### config.mk
export PLATFORM = sky130hd
export DESIGN_NAME = usc_top
export DESIGN_NICKNAME = d
export VERILOG_FILES = /design/src/hdl/usc_pkg.sv /design/src/hdl/usc_top.sv /design/src/hdl/usc_fifo.sv
export SDC_FILE = /design/constraint.sdc
export NUM_CORES = 1
export LEC_CHECK = 0
export ABC_AREA = 1
export BUFFER_PORTS_ARGS = -buffer_cell sky130_fd_sc_hd__buf_2
export CORE_ASPECT_RATIO = 2
export CORE_MARGIN = 1
export CORE_UTILIZATION = 63
export CTS_BUF_LIST = sky130_fd_sc_hd__clkbuf_4 sky130_fd_sc_hd__clkbuf_8 sky130_fd_sc_hd__clkbuf_16
export DETAILED_ROUTE_END_ITERATION = 10
export GPL_TIMING_DRIVEN = 0
export PLACE_DENSITY = 0.93
export SLEW_MARGIN = 10
export SYNTH_ARGS = -nofsm -noshare
export SYNTH_HDL_FRONTEND = slang
export SYNTH_SLANG_ARGS = --single-unit
### constraint.sdc
create_clock -name aclk -period 4.21 [get_ports aclk]
set_input_delay 0.6315 -clock aclk [delete_from_list [all_inputs] [get_ports aclk]]
set_output_delay 0.6315 -clock aclk [all_outputs]
set_load 0.02 [all_outputs]
### src/hdl/usc_pkg.sv
`default_nettype none
package usc_pkg;
    // ****************************************
    // Register map
    // ****************************************
    localparam int ADDR_W = 8;
    localparam logic [ADDR_W-1:0] OFS_STATUS = 8'h00;
    localparam logic [ADDR_W-1:0] OFS_MODE = 8'h04;
    localparam logic [ADDR_W-1:0] OFS_TXDATA = 8'h08;
    localparam logic [ADDR_W-1:0] OFS_RXDATA = 8'h0c;
    localparam logic [1:0] RESP_OKAY = 2'h0;
    localparam logic [1:0] RESP_SLVERR = 2'h2;
    // ****************************************
    // Status and control field positions
    // ****************************************
    localparam int POS_TXM_HI = 15;
    localparam int POS_TXINV = 14;
    localparam int POS_TXM_LO = 13;
    localparam int POS_BRK = 11;
    localparam int POS_TXEN = 10;
    localparam int POS_RXM_HI = 7;
    localparam int POS_RXM_LO = 6;
    localparam int POS_ADET = 5;
    localparam int POS_OVR = 1;
    localparam logic [15:0] STATUS_RESET = 16'h0110;
    // ****************************************
    // Mode register fields and transmit event modes
    // ****************************************
    localparam int POS_IR = 12;
    localparam int POS_FMT_HI = 2;
    localparam int POS_FMT_LO = 1;
    localparam logic [15:0] MODE_RESET = 16'h0000;
    localparam logic [1:0] FMT_8N = 2'h0;
    localparam logic [1:0] FMT_8E = 2'h1;
    localparam logic [1:0] FMT_8O = 2'h2;
    localparam logic [1:0] FMT_9N = 2'h3;
    localparam logic [1:0] TXM_EACH = 2'h0;
    localparam logic [1:0] TXM_DONE = 2'h1;
    localparam logic [1:0] TXM_EMPTY = 2'h2;
    // ****************************************
    // Receive word layout and timing
    // ****************************************
    localparam int RXW_W = 11;
    localparam int RXW_PARITY_ERROR_FLAG = 10;
    localparam int RXW_FRAMING_ERROR_FLAG = 9;
    localparam int FIFO_DEPTH_DEF = 4;
    localparam logic [3:0] BREAK_BITS = 4'hc;
    localparam int CLK_HZ = 25000000;
    localparam int BAUD_HZ = 115200;
    localparam int BIT_CYCLES_DEF = CLK_HZ / BAUD_HZ;
    localparam int IR_NUM = 3;
    localparam int IR_DEN = 16;

    typedef enum logic [4:0] {
        TX_IDLE = 5'b00001,
        TX_START = 5'b00010,
        TX_DATA = 5'b00100,
        TX_PAR = 5'b01000,
        TX_STOP = 5'b10000
    } usc_tx_state_type;

    typedef enum logic [4:0] {
        RX_IDLE = 5'b00001,
        RX_START = 5'b00010,
        RX_DATA = 5'b00100,
        RX_PAR = 5'b01000,
        RX_STOP = 5'b10000
    } usc_rx_state_type;
endpackage : usc_pkg
`default_nettype wire

### src/hdl/usc_top.sv
// The AXI4-Lite interface to the registers and the register offsets were chosen for this implementation.
`default_nettype none
module usc_top
    import usc_pkg::*;
#(
    parameter int BIT_CYCLES = BIT_CYCLES_DEF,
    parameter int FIFO_DEPTH = FIFO_DEPTH_DEF
) (
    // Clock and reset
    input wire logic aclk,
    input wire logic aresetn,
    // AXI4-Lite write
    input wire logic [ADDR_W-1:0] s_axi_awaddr,
    input wire logic s_axi_awvalid,
    output logic s_axi_awready,
    input wire logic [31:0] s_axi_wdata,
    input wire logic [3:0] s_axi_wstrb,
    input wire logic s_axi_wvalid,
    output logic s_axi_wready,
    output logic [1:0] s_axi_bresp,
    output logic s_axi_bvalid,
    input wire logic s_axi_bready,
    // AXI4-Lite read
    input wire logic [ADDR_W-1:0] s_axi_araddr,
    input wire logic s_axi_arvalid,
    output logic s_axi_arready,
    output logic [31:0] s_axi_rdata,
    output logic [1:0] s_axi_rresp,
    output logic s_axi_rvalid,
    input wire logic s_axi_rready,
    // Serial line
    input wire logic serial_rx_pin,
    output logic serial_tx_pin,
    output logic serial_tx_oe,
    // Event pulses
    output logic tx_irq_pulse,
    output logic rx_irq_pulse
);
    localparam int CNT_W = $clog2(BIT_CYCLES);
    localparam int QW = $clog2(FIFO_DEPTH + 1);
    localparam logic [CNT_W-1:0] BIT_END = CNT_W'(BIT_CYCLES - 1);
    localparam logic [CNT_W-1:0] BIT_HALF = CNT_W'(BIT_CYCLES / 2 - 1);
    localparam logic [CNT_W-1:0] IR_LEN = CNT_W'(BIT_CYCLES * IR_NUM / IR_DEN);

    if (BIT_CYCLES < IR_DEN || FIFO_DEPTH < 3) begin : g_chk
        $error("usc_top: BIT_CYCLES or FIFO_DEPTH too small");
    end

    // ****************************************
    // Register bus
    // ****************************************
    logic awready_ff, bvalid_ff, arready_ff, rvalid_ff;
    logic [1:0] bresp_ff, rresp_ff;
    logic [31:0] rdata_ff;
    logic [1:0] tx_irq_mode_sel_ff, rx_irq_mode_sel_ff, frame_format_select_ff;
    logic tx_polarity_invert_ff, tx_break_request_ff, tx_enable_bit_ff;
    logic address_detect_enable_ff, overrun_error_flag_ff, infrared_codec_enable_ff;
    logic [15:0] status_word, mode_word;
    wire [QW-1:0] tx_count, rx_count;
    wire [8:0] tx_head;
    wire [RXW_W-1:0] rx_head;
    logic tx_shift_empty, rx_idle_flag, brk_done, rx_overrun;

    wire wr_go = s_axi_awvalid && s_axi_wvalid && !awready_ff && !bvalid_ff;
    wire rd_go = s_axi_arvalid && !arready_ff && !rvalid_ff;
    wire wr_status = awready_ff && s_axi_awaddr == OFS_STATUS;
    wire wr_mode = awready_ff && s_axi_awaddr == OFS_MODE;
    wire wr_tx = awready_ff && s_axi_awaddr == OFS_TXDATA && s_axi_wstrb[0];
    wire wr_hit = s_axi_awaddr == OFS_STATUS || s_axi_awaddr == OFS_MODE
        || s_axi_awaddr == OFS_TXDATA;
    wire rd_hit = s_axi_araddr == OFS_STATUS || s_axi_araddr == OFS_MODE
        || s_axi_araddr == OFS_RXDATA || s_axi_araddr == OFS_TXDATA;
    wire [15:0] wmask = {{8{s_axi_wstrb[1]}}, {8{s_axi_wstrb[0]}}};
    wire [15:0] sw_status = (status_word & ~wmask) | (s_axi_wdata[15:0] & wmask);
    wire [15:0] sw_mode = (mode_word & ~wmask) | (s_axi_wdata[15:0] & wmask);
    wire [31:0] rd_word = (s_axi_araddr == OFS_STATUS) ? {16'h0000, status_word}
        : (s_axi_araddr == OFS_MODE) ? {16'h0000, mode_word}
        : (s_axi_araddr == OFS_RXDATA) ? {23'h000000, rx_head[8:0]}
        : 32'h00000000;

    // Reading received data consumes the head entry
    wire rx_pop = arready_ff && s_axi_araddr == OFS_RXDATA;
    wire tx_full = tx_count == QW'(FIFO_DEPTH);
    wire rx_full = rx_count == QW'(FIFO_DEPTH);
    wire tx_push = wr_tx && tx_enable_bit_ff && !tx_full;
    // A new overrun beats a clear in the same cycle, so no flush then
    wire ovr_clear = wr_status && overrun_error_flag_ff && !sw_status[POS_OVR];
    wire rx_flush = ovr_clear && !rx_overrun;

    // Parity and framing flags of an empty buffer read 0 rather than a stale entry
    assign status_word = {tx_irq_mode_sel_ff[1], tx_polarity_invert_ff,
        tx_irq_mode_sel_ff[0], 1'b0, tx_break_request_ff, tx_enable_bit_ff,
        tx_full, tx_shift_empty, rx_irq_mode_sel_ff, address_detect_enable_ff,
        rx_idle_flag, rx_head[RXW_PARITY_ERROR_FLAG] && rx_count != '0,
        rx_head[RXW_FRAMING_ERROR_FLAG] && rx_count != '0,
        overrun_error_flag_ff, rx_count != '0};
    assign mode_word = (16'(infrared_codec_enable_ff) << POS_IR)
        | (16'(frame_format_select_ff) << POS_FMT_LO);

    always_ff @(posedge aclk) begin
        if (!aresetn) begin
            awready_ff <= 1'b0;
            bvalid_ff <= 1'b0;
            bresp_ff <= RESP_OKAY;
            arready_ff <= 1'b0;
            rvalid_ff <= 1'b0;
            rresp_ff <= RESP_OKAY;
            rdata_ff <= 32'h00000000;
        end else begin
            awready_ff <= wr_go;
            arready_ff <= rd_go;
            if (awready_ff) begin
                bvalid_ff <= 1'b1;
                bresp_ff <= wr_hit ? RESP_OKAY : RESP_SLVERR;
            end else if (s_axi_bready) begin
                bvalid_ff <= 1'b0;
            end
            if (arready_ff) begin
                rvalid_ff <= 1'b1;
                rdata_ff <= rd_word;
                rresp_ff <= rd_hit ? RESP_OKAY : RESP_SLVERR;
            end else if (s_axi_rready) begin
                rvalid_ff <= 1'b0;
            end
        end
    end

    // ****************************************
    // Control fields
    // ****************************************
    always_ff @(posedge aclk) begin
        if (!aresetn) begin
            {tx_irq_mode_sel_ff[1], tx_polarity_invert_ff, tx_irq_mode_sel_ff[0]} <= 3'h0;
            tx_break_request_ff <= STATUS_RESET[POS_BRK];
            tx_enable_bit_ff <= STATUS_RESET[POS_TXEN];
            rx_irq_mode_sel_ff <= STATUS_RESET[POS_RXM_HI:POS_RXM_LO];
            address_detect_enable_ff <= STATUS_RESET[POS_ADET];
            overrun_error_flag_ff <= STATUS_RESET[POS_OVR];
            infrared_codec_enable_ff <= MODE_RESET[POS_IR];
            frame_format_select_ff <= MODE_RESET[POS_FMT_HI:POS_FMT_LO];
        end else begin
            if (wr_status) begin
                tx_irq_mode_sel_ff <= {sw_status[POS_TXM_HI], sw_status[POS_TXM_LO]};
                tx_polarity_invert_ff <= sw_status[POS_TXINV];
                tx_enable_bit_ff <= sw_status[POS_TXEN];
                rx_irq_mode_sel_ff <= sw_status[POS_RXM_HI:POS_RXM_LO];
                address_detect_enable_ff <= sw_status[POS_ADET];
            end
            if (brk_done) begin
                tx_break_request_ff <= 1'b0;
            end else if (wr_status) begin
                tx_break_request_ff <= sw_status[POS_BRK];
            end
            if (rx_overrun) begin
                overrun_error_flag_ff <= 1'b1;
            end else if (ovr_clear) begin
                overrun_error_flag_ff <= 1'b0;
            end
            if (wr_mode) begin
                infrared_codec_enable_ff <= sw_mode[POS_IR];
                frame_format_select_ff <= sw_mode[POS_FMT_HI:POS_FMT_LO];
            end
        end
    end

    // ****************************************
    // Transmitter
    // ****************************************
    usc_tx_state_type tx_state_ff;
    logic [CNT_W-1:0] tx_cnt_ff;
    logic [11:0] tx_shift_register_ff;
    logic [3:0] tx_left_ff;
    logic tx_par_ff, tx_paren_ff, tx_brk_ff;
    logic serial_tx_pin_ff, serial_tx_oe_ff, tx_irq_ff, rx_irq_ff;

    wire fmt_nine = frame_format_select_ff == FMT_9N;
    wire fmt_odd = frame_format_select_ff == FMT_8O;
    wire fmt_par = frame_format_select_ff == FMT_8E || fmt_odd;
    wire tx_idle = tx_state_ff == TX_IDLE;
    wire tx_tick = tx_cnt_ff == BIT_END;
    wire tx_brk_go = tx_idle && tx_enable_bit_ff && tx_break_request_ff;
    wire tx_load = tx_idle && tx_enable_bit_ff && !tx_break_request_ff && tx_count != '0;
    wire tx_last = tx_tick && tx_state_ff == TX_STOP;
    assign brk_done = tx_last && tx_brk_ff;
    assign tx_shift_empty = tx_idle && tx_count == '0;
    wire tx_level = (tx_state_ff == TX_START) ? 1'b0
        : (tx_state_ff == TX_DATA) ? tx_shift_register_ff[0]
        : (tx_state_ff == TX_PAR) ? tx_par_ff : 1'b1;
    // Zero bits become a short pulse at the start of the bit cell
    wire ir_on = !tx_level && tx_cnt_ff < IR_LEN;
    wire tx_out = infrared_codec_enable_ff
        ? (tx_polarity_invert_ff ? !ir_on : ir_on)
        : (tx_level ^ tx_polarity_invert_ff);
    wire tx_irq_hit = (tx_irq_mode_sel_ff == TXM_EACH && tx_load)
        || (tx_irq_mode_sel_ff == TXM_EMPTY && tx_load && tx_count == QW'(1) && !tx_push)
        || (tx_irq_mode_sel_ff == TXM_DONE && tx_last && tx_count == '0);

    usc_fifo #(.W(9), .D(FIFO_DEPTH)) u_tx_fifo (
        .clk(aclk),
        .rst_n(aresetn),
        .flush(!tx_enable_bit_ff),
        .push(tx_push),
        .din(s_axi_wdata[8:0]),
        .pop(tx_load),
        .head(tx_head),
        .count(tx_count)
    );

    always_ff @(posedge aclk) begin
        if (!aresetn || !tx_enable_bit_ff) begin
            tx_state_ff <= TX_IDLE;
            tx_cnt_ff <= '0;
            tx_shift_register_ff <= 12'h000;
            tx_left_ff <= 4'h0;
            {tx_par_ff, tx_paren_ff, tx_brk_ff} <= 3'h0;
        end else begin
            tx_cnt_ff <= (tx_idle || tx_tick) ? '0 : CNT_W'(tx_cnt_ff + 1'b1);
            case (tx_state_ff)
                TX_IDLE: if (tx_brk_go || tx_load) begin
                    tx_state_ff <= TX_START;
                    tx_brk_ff <= tx_brk_go;
                    tx_shift_register_ff <= tx_brk_go ? 12'h000
                        : {3'h0, tx_head[8] && fmt_nine, tx_head[7:0]};
                    tx_left_ff <= tx_brk_go ? BREAK_BITS : (fmt_nine ? 4'h9 : 4'h8);
                    tx_par_ff <= (^tx_head[7:0]) ^ fmt_odd;
                    tx_paren_ff <= !tx_brk_go && fmt_par;
                end
                TX_START: if (tx_tick) tx_state_ff <= TX_DATA;
                TX_DATA: if (tx_tick) begin
                    tx_shift_register_ff <= tx_shift_register_ff >> 1;
                    tx_left_ff <= tx_left_ff - 4'h1;
                    if (tx_left_ff == 4'h1) tx_state_ff <= tx_paren_ff ? TX_PAR : TX_STOP;
                end
                TX_PAR: if (tx_tick) tx_state_ff <= TX_STOP;
                TX_STOP: if (tx_tick) tx_state_ff <= TX_IDLE;
                default: tx_state_ff <= TX_IDLE;
            endcase
        end
    end

    always_ff @(posedge aclk) begin
        if (!aresetn) begin
            serial_tx_pin_ff <= 1'b1;
            serial_tx_oe_ff <= 1'b0;
            tx_irq_ff <= 1'b0;
        end else begin
            serial_tx_pin_ff <= tx_out;
            serial_tx_oe_ff <= tx_enable_bit_ff;
            tx_irq_ff <= tx_irq_hit;
        end
    end

    // ****************************************
    // Receiver
    // ****************************************
    usc_rx_state_type rx_state_ff;
    logic [CNT_W-1:0] rx_cnt_ff, ir_hold_ff;
    logic [8:0] rx_shift_register_ff;
    logic [3:0] rx_left_ff;
    logic rx_in_ff, rx_parbit_ff;

    // Decoder stretches each pulse to a full low bit
    wire rx_lvl = infrared_codec_enable_ff ? !(rx_in_ff || ir_hold_ff != '0) : rx_in_ff;
    wire rx_idle = rx_state_ff == RX_IDLE;
    wire rx_tick = rx_cnt_ff == BIT_END;
    wire rx_adv = (rx_state_ff == RX_START) ? rx_cnt_ff == BIT_HALF : rx_tick;
    wire rx_done = rx_tick && rx_state_ff == RX_STOP;
    wire [8:0] rx_data9 = fmt_nine ? rx_shift_register_ff : {1'b0, rx_shift_register_ff[8:1]};
    wire rx_parity_error_flag = fmt_par && ((^rx_data9[7:0]) ^ rx_parbit_ff ^ fmt_odd);
    wire rx_keep = !(address_detect_enable_ff && fmt_nine && !rx_data9[8]);
    wire rx_push = rx_done && rx_keep && !rx_full;
    assign rx_overrun = rx_done && rx_keep && rx_full;
    assign rx_idle_flag = rx_idle;
    wire rx_irq_hit = rx_push && (!rx_irq_mode_sel_ff[1]
        || rx_count == QW'(rx_irq_mode_sel_ff[0] ? FIFO_DEPTH - 1 : FIFO_DEPTH - 2));

    usc_fifo #(.W(RXW_W), .D(FIFO_DEPTH)) u_rx_fifo (
        .clk(aclk),
        .rst_n(aresetn),
        .flush(rx_flush),
        .push(rx_push),
        .din({rx_parity_error_flag, !rx_lvl, rx_data9}),
        .pop(rx_pop),
        .head(rx_head),
        .count(rx_count)
    );

    always_ff @(posedge aclk) begin
        if (!aresetn || rx_flush) begin
            rx_state_ff <= RX_IDLE;
            rx_cnt_ff <= '0;
            rx_shift_register_ff <= 9'h000;
            rx_left_ff <= 4'h0;
            rx_parbit_ff <= 1'b0;
        end else begin
            rx_cnt_ff <= (rx_idle || rx_adv) ? '0 : CNT_W'(rx_cnt_ff + 1'b1);
            case (rx_state_ff)
                RX_IDLE: if (!rx_lvl) rx_state_ff <= RX_START;
                RX_START: if (rx_adv) begin
                    rx_state_ff <= rx_lvl ? RX_IDLE : RX_DATA;
                    rx_left_ff <= fmt_nine ? 4'h9 : 4'h8;
                end
                RX_DATA: if (rx_tick) begin
                    rx_shift_register_ff <= {rx_lvl, rx_shift_register_ff[8:1]};
                    rx_left_ff <= rx_left_ff - 4'h1;
                    if (rx_left_ff == 4'h1) rx_state_ff <= fmt_par ? RX_PAR : RX_STOP;
                end
                RX_PAR: if (rx_tick) begin
                    rx_parbit_ff <= rx_lvl;
                    rx_state_ff <= RX_STOP;
                end
                RX_STOP: if (rx_tick) rx_state_ff <= RX_IDLE;
                default: rx_state_ff <= RX_IDLE;
            endcase
        end
    end

    always_ff @(posedge aclk) begin
        if (!aresetn) begin
            rx_in_ff <= 1'b1;
            ir_hold_ff <= '0;
            rx_irq_ff <= 1'b0;
        end else begin
            rx_in_ff <= serial_rx_pin;
            ir_hold_ff <= rx_in_ff ? BIT_END : (ir_hold_ff != '0 ? CNT_W'(ir_hold_ff - 1'b1) : '0);
            rx_irq_ff <= rx_irq_hit;
        end
    end

    assign s_axi_awready = awready_ff;
    assign s_axi_wready = awready_ff;
    assign s_axi_bvalid = bvalid_ff;
    assign s_axi_bresp = bresp_ff;
    assign s_axi_arready = arready_ff;
    assign s_axi_rvalid = rvalid_ff;
    assign s_axi_rdata = rdata_ff;
    assign s_axi_rresp = rresp_ff;
    assign serial_tx_pin = serial_tx_pin_ff;
    assign serial_tx_oe = serial_tx_oe_ff;
    assign tx_irq_pulse = tx_irq_ff;
    assign rx_irq_pulse = rx_irq_ff;
endmodule : usc_top
`default_nettype wire

### src/hdl/usc_fifo.sv
`default_nettype none
module usc_fifo #(
    parameter int W = 9,
    parameter int D = 4,
    localparam int CW = $clog2(D + 1)
) (
    // Clock and reset
    input wire logic clk,
    input wire logic rst_n,
    // Control
    input wire logic flush,
    input wire logic push,
    input wire logic [W-1:0] din,
    input wire logic pop,
    // State
    output logic [W-1:0] head,
    output logic [CW-1:0] count
);
    logic [W-1:0] mem_ff [D];
    logic [CW-1:0] count_ff;
    logic [CW-1:0] nxt_count;

    if (D < 2) begin : g_chk
        $error("usc_fifo depth below 2");
    end

    // Shift queue: entry 0 is always the head, so the head is a register
    wire do_pop = pop && count_ff != '0;
    wire do_push = push && (count_ff != CW'(D) || do_pop);
    wire [CW-1:0] wr_idx = do_pop ? CW'(count_ff - 1'b1) : count_ff;

    assign nxt_count = flush ? '0 : CW'(count_ff + CW'(do_push) - CW'(do_pop));
    assign head = mem_ff[0];
    assign count = count_ff;

    always_ff @(posedge clk) begin
        if (!rst_n) begin
            count_ff <= '0;
        end else begin
            count_ff <= nxt_count;
        end
    end

    for (genvar i = 0; i < D; i++) begin : g_ent
        wire [W-1:0] upper;
        if (i < D - 1) begin : g_up
            assign upper = mem_ff[i+1];
        end else begin : g_top
            assign upper = mem_ff[i];
        end
        always_ff @(posedge clk) begin
            if (!rst_n) begin
                mem_ff[i] <= '0;
            end else if (do_push && wr_idx == CW'(i)) begin
                mem_ff[i] <= din;
            end else if (do_pop) begin
                mem_ff[i] <= upper;
            end
        end
    end
endmodule : usc_fifo
`default_nettype wire

==> results.md, run 1 <==
- Outcome: complete, no violations
- Launching point of the worst reg2reg path: u_tx_fifo.count[1]
- Total congestion overflow: 0
- Timing-limited maximum frequency: 362.9 MHz
- Static leakage: 4.517 nW
- Capturing point of the worst reg2reg path: u_tx_fifo.mem_ff[0][7]
- Most common library cell in the layout ignoring fill and taps: sky130_fd_sc_hd__nand2_1
- Mean instance size in the synthesized netlist: 7.989 µm²
- Largest driver fanout on the critical path: 10
- Largest family of logic cells by synthesized area: simple AND/OR/NAND/NOR gates
- Min cycle time layout: 2.756 ns
- Count of nets after finishing: 1363
- Total of endpoints with negative setup slack in the final report: 0
- Buffers added on ports: 66
- Synthesis-to-layout area growth: 12.99%
- Multiplexer fraction of the synthesized cell area: 0%
- Post-cts gate resize count: 0
- Fraction of the mapped netlist area in adder cells: 3.217%
- Slew Limit Headroom: 25.87%
- Power share of the clock group: 39.7%
- Max Cap Viol: 0
- Peak ir drop on the vdd network: 0.3048 mV
- Number of buffers inserted during clock tree synthesis: 17
- Clock Tree Root: sky130_fd_sc_hd__clkbuf_16
- Worst Path Class, Setup: reg2reg
- Clock sinks: 189
- Most area-hungry cell type in the Yosys netlist: sky130_fd_sc_hd__edfxtp_1
- Most frequently used flop master after synthesis: sky130_fd_sc_hd__dfxtp_1
- Capture point of the worst path: u_tx_fifo.mem_ff[0][7]
- Simple-gate share of the synthesized area: 25.47%
- Setup repair after global routing missed its margin: false
- Fraction of the cycle the final worst path needs: 65.46%
- Post-synthesis async set-or-reset flop share: 0%
- Buffers inserted during post-CTS setup optimization: 0
- Die outline area: 15460 µm²
- Hold bufs inserted after CTS: 0
- Number of vias in the routed layout: 8489
- Net switching share of the total power: 27.17%
- Routed WL: 24850 µm
- Unique cell type count in the Yosys netlist: 47
- ANT nets after route: 0
- Worst Path Arrival: 2.86 ns
- Final design area excluding fillers: 10630 µm²
- X dimension of the die: 88.43 µm
- Mean routed wirelength per cell: 16.73 µm
- Depth of the worst register-to-register path: 10
- Detailed placer's ending HPWL: 17950 µm
- Final TNS setup: 0 ns
- Iteration-0 DRC Markers: 636
- Post-synthesis sequential element count: 189
- Seq pwr share: 49.8%
- Ant. Diodes: 0
- Post-synthesis share of cell area spent on xor and xnor gates: 2.420%
- Total GRT Usage: 34.02%
- Maximum number of pins on one net before global-route repair: 19
- Cell row count: 62
- Clock-pin slew reported for the worst setup and hold paths after clock tree synthesis: 0.07 ns
- Number of global-route vias before repair: 8405
- Vert. Die Dim: 174.9 µm
- Synth warnings: 0
- Clk buf depth: 2
- Worst EP required: 4.31 ns
- Switching power total: 1.111 mW
- Synthesized area: 9412 µm²
- Global-route wire length before repair: 39030 µm
- Top library cells by usage in the layout, fill and taps aside: sky130_fd_sc_hd__nand2_1 (280), sky130_fd_sc_hd__inv_1 (135), sky130_fd_sc_hd__nor2_1 (115)
- Clock tree from TritonCTS: yes
- Power consumption: 4.088 mW
- Type of origin of the critical path: flip-flop
- Leading post-synthesis cells by cell area: sky130_fd_sc_hd__edfxtp_1 (26%), sky130_fd_sc_hd__dfxtp_1 (23%), sky130_fd_sc_hd__nand2_1 (11%)
- Gate Count Post-Synth: 1178
- Compound-gate portion of the synthesized area: 11.09%
- Initial core utilization: 64.88%
- Final routed DRC violation total: 0
- Average vias per placed instance: 5.716
- Worst-skew pair later-pin latency: 0.45 ns
- Crit. End Element: flip-flop
- 1st-pass router iterations: 5
- Power share of the combinational group: 10.5%
- Number of enable-type register cells in the synthesized netlist: 80
- Total number of H-tree levels: 4
- Areal power density over the cells: 384.5 nW/µm²
- Worst Setup SP: u_tx_fifo.count[1]
- Count of pins over their slew limit: 0
- Max Clock Skew: 0.01406 ns
- Pin slew with the least headroom to its limit: 1.103 ns
- Post-synthesis sequential area ratio: 48.71%
- Core ar.: 14510 µm²
- Placed standard-cell area: 10050 µm²
- Layout cell share with drive strength beyond 1: 13.92%
- Internal cell power: 2.977 mW
- FF-to-FF setup slack: 1.45 ns
- Final hold violation count: 0
- Worst Hold Class: in2reg
- Initial antenna violation count: 0
- Io pins: 105
- Portion of synthesized cell area occupied by the leading cell type: 25.53%
- Routability congestion estimate: 0.9616
-- cells in the mapped netlist, drive strengths merged (9+ instances only) --
library cell and number:
a21oi 72, buf 37, clkbuf 16, dfxtp 109
edfxtp 80, ha 21, inv 141, nand2 291
nand3 86, nand4 16, nor2 126, nor3 15
o211ai 9, o21ai 100, xor2 18
-- cells by family (layout without fill, tap and decap cells) --
kind of cell             count (synthesis)  after routing
AND/OR/NAND/NOR                        548            548
flip-flops                             189            189
buffers and inverters                  197            295
adder cells (fa/ha/maj)                 23             23
other                                    1             18
AO/OA/AOI/OAI                          194            194
XOR/XNOR                                26             26
-- per-stage QoR --
stage | instances | hold slack [ns] | util, % | setup WS, ns
3_3_place_gp | 1453 | 0.4019 | 69.25 | 1.032
3_5_place_dp | 1453 | 0.4056 | 69.25 | 1.266
6_report | 1485 | 0.3599 | 73.31 | 1.454
4_1_cts | 1485 | 0.3545 | 73.31 | 1.462
5_1_grt | 1485 | 0.3680 | 73.31 | 1.288
2_1_floorplan | 1195 | 0.3925 | - | 1.530
-- worst min-delay path by stage --
stage / startpoint / end / slack [ns] / depth (start not counted)
finish: s_axi_bready / s_axi_bvalid / 0.36 / 2
global route: s_axi_bready / s_axi_bvalid / 0.37 / 2
CTS: s_axi_bready / s_axi_bvalid / 0.35 / 2
detailed placement: ir_hold_ff[0] / ir_hold_ff[0] / 0.41 / 1
global placement: ir_hold_ff[0] / ir_hold_ff[0] / 0.40 / 1
floorplan: ir_hold_ff[0] / ir_hold_ff[0] / 0.39 / 1
-- critical path: stages (launching register included) --
cell	delay (ns)
sky130_fd_sc_hd__dfxtp_1	0.33
sky130_fd_sc_hd__inv_1	0.14
sky130_fd_sc_hd__ha_1	0.23
sky130_fd_sc_hd__nand2_2	0.13
sky130_fd_sc_hd__nand4_4	0.20
sky130_fd_sc_hd__inv_1	0.10
sky130_fd_sc_hd__ha_1	0.31
sky130_fd_sc_hd__inv_1	0.08
sky130_fd_sc_hd__nor3_1	0.19
sky130_fd_sc_hd__nand2_1	0.27
sky130_fd_sc_hd__nand2_1	0.43
-- layout make-up --
type                            instances  area (µm²)
Timing Repair Buffer                   66       330.3
Clock inverter                         14       148.9
Inverter                              144       540.5
Clock buffer                           18       439.2
Sequential cell                       189        4584
Tap cell                              192       240.2
Fill cell                            1020        3872
Multi-Input combinational cell        809        4039
Buffer                                 53       311.5
-- sequential cells by signal, indices dropped and copies added (netlist names), 8 cells and up, named ones only --
signal                cells
ir_hold_ff                8
rx_cnt_ff                 8
rx_shift_register_ff      9
s_axi_rdata              16
tx_cnt_ff                 8
tx_shift_register_ff      9
u_rx_fifo.mem_ff         44
u_tx_fifo.mem_ff         36
-- power groups by stage --
stage | Combinational, mW | Clock [mW] | Sequential, mW
after detailed placement | 0.415 | 0 | 2.07
final | 0.428 | 1.63 | 2.04
after global placement | 0.398 | 0 | 2.07
after CTS | 0.423 | 1.62 | 2.03
after floorplan | 0.289 | 0 | 2.07
after global routing | 0.485 | 1.69 | 2.04
-- routing by layer --
metal | track usage [%] | vias to the layer above | part of all wire [%]
met2 | 61.41 | 397 | 53
li1 | - | 4011 | -
met5 | 0 | - | 0
met4 | 26.88 | 0 | 8.1
met1 | 30.53 | 3942 | 32
met3 | 8.550 | 139 | 7.0
(Power assumes the default switching activity.)
==> run 2, diff against run 1 <==
- ABC_AREA: 1 -> 0
- CORE_UTILIZATION: 63 -> 59
- PLACE_DENSITY: 0.93 -> 0.88
- clock period: 4.21 -> 2.8 ns (I/O delays scaled with it)
==> results.md, run 2 <==
- Pin slew with the least headroom to its limit: 0.9920 ns (-0.1108 ns)
- Slew Limit Headroom: 33.43% (+7.6 points)
- Peak ir drop on the vdd network: 0.5038 mV (+65%)
- Largest driver fanout on the critical path: 10 (unchanged)
- Ant. Diodes: 0 (unchanged)
- Worst Setup SP: tx_state_ff[2]
- Synthesis-to-layout area growth: 15.68%
- Layout cell share with drive strength beyond 1: 18.43% (+4.5 points)
- Outcome: complete, no violations
- Mean routed wirelength per cell: 18.17 µm (+8.6%)
- Power share of the clock group: 42.0% (+2.3 points)
- Max Cap Viol: 0 (unchanged)
- Most common library cell in the layout ignoring fill and taps: sky130_fd_sc_hd__nor2_1
- Clk buf depth: 2 (unchanged)
- Switching power total: 1.368 mW (+23%)
- Max Clock Skew: 0.01193 ns (-0.002124 ns)
- Count of nets after finishing: 1139 (-16%)
- Hold path cells: 2 (unchanged)
- Io pins: 105 (unchanged)
- Mean instance size in the synthesized netlist: 9.806 µm² (+23%)
- X dimension of the die: 90.76 µm (+2.6%)
- Initial core utilization: 60.47% (-4.4 points)
- Final-layout fill cell count: 1147 (+12%)
- Routed WL: 23020 µm (-7.3%)
- Clock tree from TritonCTS: yes
- Pre-CTS setup slack: -0.3835 ns (-1.650 ns)
- Flip-flop count of the largest register, all copies and words added: 44 (unchanged)
- Capture point of the worst path: u_tx_fifo.mem_ff[2][7]
- Internal cell power: 4.333 mW (+46%)
- Die outline area: 16290 µm² (+5.4%)
- Global-route wire length before repair: 36250 µm (-7.1%)
- Top library cells by usage in the layout, fill and taps aside: sky130_fd_sc_hd__nor2_1 (123), sky130_fd_sc_hd__dfxtp_1 (105), sky130_fd_sc_hd__edfxtp_1 (80)
- Post-synthesis async set-or-reset flop share: 0% (unchanged)
- Portion of synthesized cell area occupied by the leading cell type: 25.84% (+0.32 points)
- Gate Count Post-Synth: 948 (-20%)
- Final TNS setup: 0 ns (unchanged)
- Worst Path Arrival: 2.87 ns (about the same)
- Clock-pin slew reported for the worst setup and hold paths after clock tree synthesis: 0.08 ns (about the same)
- Most area-hungry cell type in the Yosys netlist: sky130_fd_sc_hd__edfxtp_1
- Setup WS post-layout: 0.07670 ns (-1.377 ns)
- Iteration-0 DRC Markers: 519 (-18%)
- Areal power density over the cells: 530.2 nW/µm² (+38%)
- Worst EP required: 2.94 ns (-1.37 ns)
- Vert. Die Dim: 179.5 µm (+2.7%)
- Clock sinks: 189 (unchanged)
- Leading post-synthesis cells by cell area: sky130_fd_sc_hd__edfxtp_1 (26%), sky130_fd_sc_hd__dfxtp_1 (23%), sky130_fd_sc_hd__nor2_1 (5.0%)
- Routability congestion estimate: 0.9042 (-6.0%)
- Power share of the combinational group: 5.8% (-4.7 points)
- Final design area excluding fillers: 10750 µm² (+1.1%)
- Most used standard cell by instance count after synthesis: sky130_fd_sc_hd__nor2_1
- Number of vias in the routed layout: 7573 (-11%)
- 1st-pass router iterations: 5 (unchanged)
- Placed standard-cell area: 9980 µm² (-0.66%)
- Capturing point of the worst reg2reg path: u_tx_fifo.mem_ff[2][7]
- Final routed DRC violation total: 0 (unchanged)
- Setup repair after global routing missed its margin: true
- Number of buffers inserted during clock tree synthesis: 17 (unchanged)
- Worst-skew pair later-pin latency: 0.44 ns (about the same)
- Post-synthesis sequential area ratio: 49.31% (+0.60 points)
- Cell row count: 64 (+3.2%)
- Post-synthesis sequential element count: 189 (unchanged)
- Seq pwr share: 52.2% (+2.4 points)
- Worst Hold Class: in2reg
- Crit. End Element: flip-flop
- FF-to-FF setup slack: 0.08 ns (-1.38 ns)
- Buffers added on ports: 66 (unchanged)
- Launching point of the worst reg2reg path: tx_state_ff[2]
- Worst Path Class, Setup: reg2reg
- ANT nets after route: 0 (unchanged)
- Ranking of synthesized cells by instance count: sky130_fd_sc_hd__nor2_1 (125), sky130_fd_sc_hd__dfxtp_1 (109), sky130_fd_sc_hd__edfxtp_1 (80)
- Maximum number of pins on one net before global-route repair: 21 (+2)
- Synth warnings: 0 (unchanged)
- Timing-limited maximum frequency: 367.2 MHz (+1.2%)
- Most frequently used flop master after synthesis: sky130_fd_sc_hd__dfxtp_1
- Static leakage: 3.911 nW (-13%)
- Core ar.: 15370 µm² (+6.0%)
- Hold bufs inserted after CTS: 0 (unchanged)
- Type of origin of the critical path: flip-flop
- Detailed placer's ending HPWL: 16760 µm (-6.6%)
- Count of pins over their slew limit: 0 (unchanged)
- Average vias per placed instance: 5.977 (+4.6%)
- Synthesized area: 9296 µm² (-1.2%)
- Net switching share of the total power: 24.00% (-3.2 points)
- Post-Route Utilization: 69.95% (-3.4 points)
- Total congestion overflow: 0 (unchanged)
- Unique cell type count in the Yosys netlist: 65 (+38%)
- Min cycle time layout: 2.723 ns (-0.03266 ns)
- Depth of the worst register-to-register path: 8 (-2)
- Number of enable-type register cells in the synthesized netlist: 80 (unchanged)
- Total GRT Usage: 28.52% (-5.5 points)
- Fraction of the cycle the final worst path needs: 97.26% (+32 points)
- Power consumption: 5.701 mW (+39%)
- Total of endpoints with negative setup slack in the final report: 0 (unchanged)
- Total number of H-tree levels: 4 (unchanged)
- Clock Tree Root: sky130_fd_sc_hd__clkbuf_16
- Number of global-route vias before repair: 7522 (-11%)
- Initial antenna violation count: 0 (unchanged)
- Largest register by flop count: u_rx_fifo.mem_ff
- Final hold violation count: 0 (unchanged)
-- run 2: changes by cell type after synthesis, sizes merged, moves of 28 or more --
cell / before / now
a21oi: 72 / 44
nand3: 86 / 54
o21ai: 100 / 33
mux2i: 0 / 37
inv: 141 / 30
nand2: 291 / 76
-- run 2: worst min path at each step --
stage / from / endpoint
finish: serial_rx_pin / rx_in_ff
global placement: tx_brk_ff / flip-flop
global route: serial_rx_pin / rx_in_ff
CTS: serial_rx_pin / rx_in_ff
floorplan: tx_brk_ff / flip-flop
detailed placement: tx_brk_ff / flip-flop
-- run 2: routing by layer --
metal  up-vias  global-route usage [%]  wire (µm)
met5         -                       0          0
met3        81                   4.569       1170
met4         0                   21.29       1286
met2       329                   52.88      12710
li1       3545                       -          -
met1      3618                   27.60       7854
-- run 2: cell families after synthesis --
group | count (synthesis) | synth area share (%)
other | 1 | 0.04034
adders and majority gates | 23 | 3.257
and+or+nand+nor | 374 | 20.31
DFF | 189 | 49.31
xor gates and xnor gates | 48 | 4.522
muxes | 49 | 5.437
buffers and inverters | 101 | 5.155
AOI/OAI and AO/OA | 163 | 11.97
-- run 2: worst max-delay path: stages (launching register included) --
cell and delay [ns]:
sky130_fd_sc_hd__dfxtp_4 0.37, sky130_fd_sc_hd__or3_1 0.36, sky130_fd_sc_hd__buf_6 0.15, sky130_fd_sc_hd__nor4_4 0.31, sky130_fd_sc_hd__buf_4 0.21, sky130_fd_sc_hd__mux2_4 0.34
sky130_fd_sc_hd__or3_1 0.39, sky130_fd_sc_hd__buf_6 0.16, sky130_fd_sc_hd__nand2_4 0.14
-- run 2: power by group through the flow --
stage | Combinational (mW) | Sequential [mW] | Clock [mW]
6_report | 0.329 | 2.98 | 2.39
5_1_grt | 0.355 | 2.99 | 2.51
2_1_floorplan | 0.189 | 3.04 | 0
3_3_place_gp | 0.306 | 3.04 | 0
3_5_place_dp | 0.315 | 3.04 | 0
4_1_cts | 0.321 | 2.98 | 2.39
-- run 2: repair_timing --
| action | CTS | global route |
|---|---|---|
| gates resized for setup | 17 | 23 |
| setup buffers | 1 | 8 |
| pin swaps | 2 | 2 |
| gates cloned | 0 | 1 |
| hold endpoints to repair | 0 | 0 |
| endpoints found under the setup margin | 144 | 119 |
-- run 2: cell type report --
type,instances,area [µm²],share of cell area (%)
plain buffers,61,350.3,3.258
clock buffers,19,446.7,4.154
clock inverters,13,131.4,1.222
inverters,33,123.9,1.152
multi-input cells,675,4424,41.14
flip-flops and latches,189,4592,42.70
well taps,198,247.7,2.304
repair buffers,79,437.9,4.072
-- run 2: per-stage QoR --
| step | std cells | hold WS, ns |
|---|---|---|
| after floorplan | 965 | 0.4096 |
| after global placement | 1229 | 0.4174 |
| after detailed placement | 1232 | 0.4310 |
| after CTS | 1261 | 0.1782 |
| after global routing | 1267 | 0.1899 |
| final | 1267 | 0.1915 |
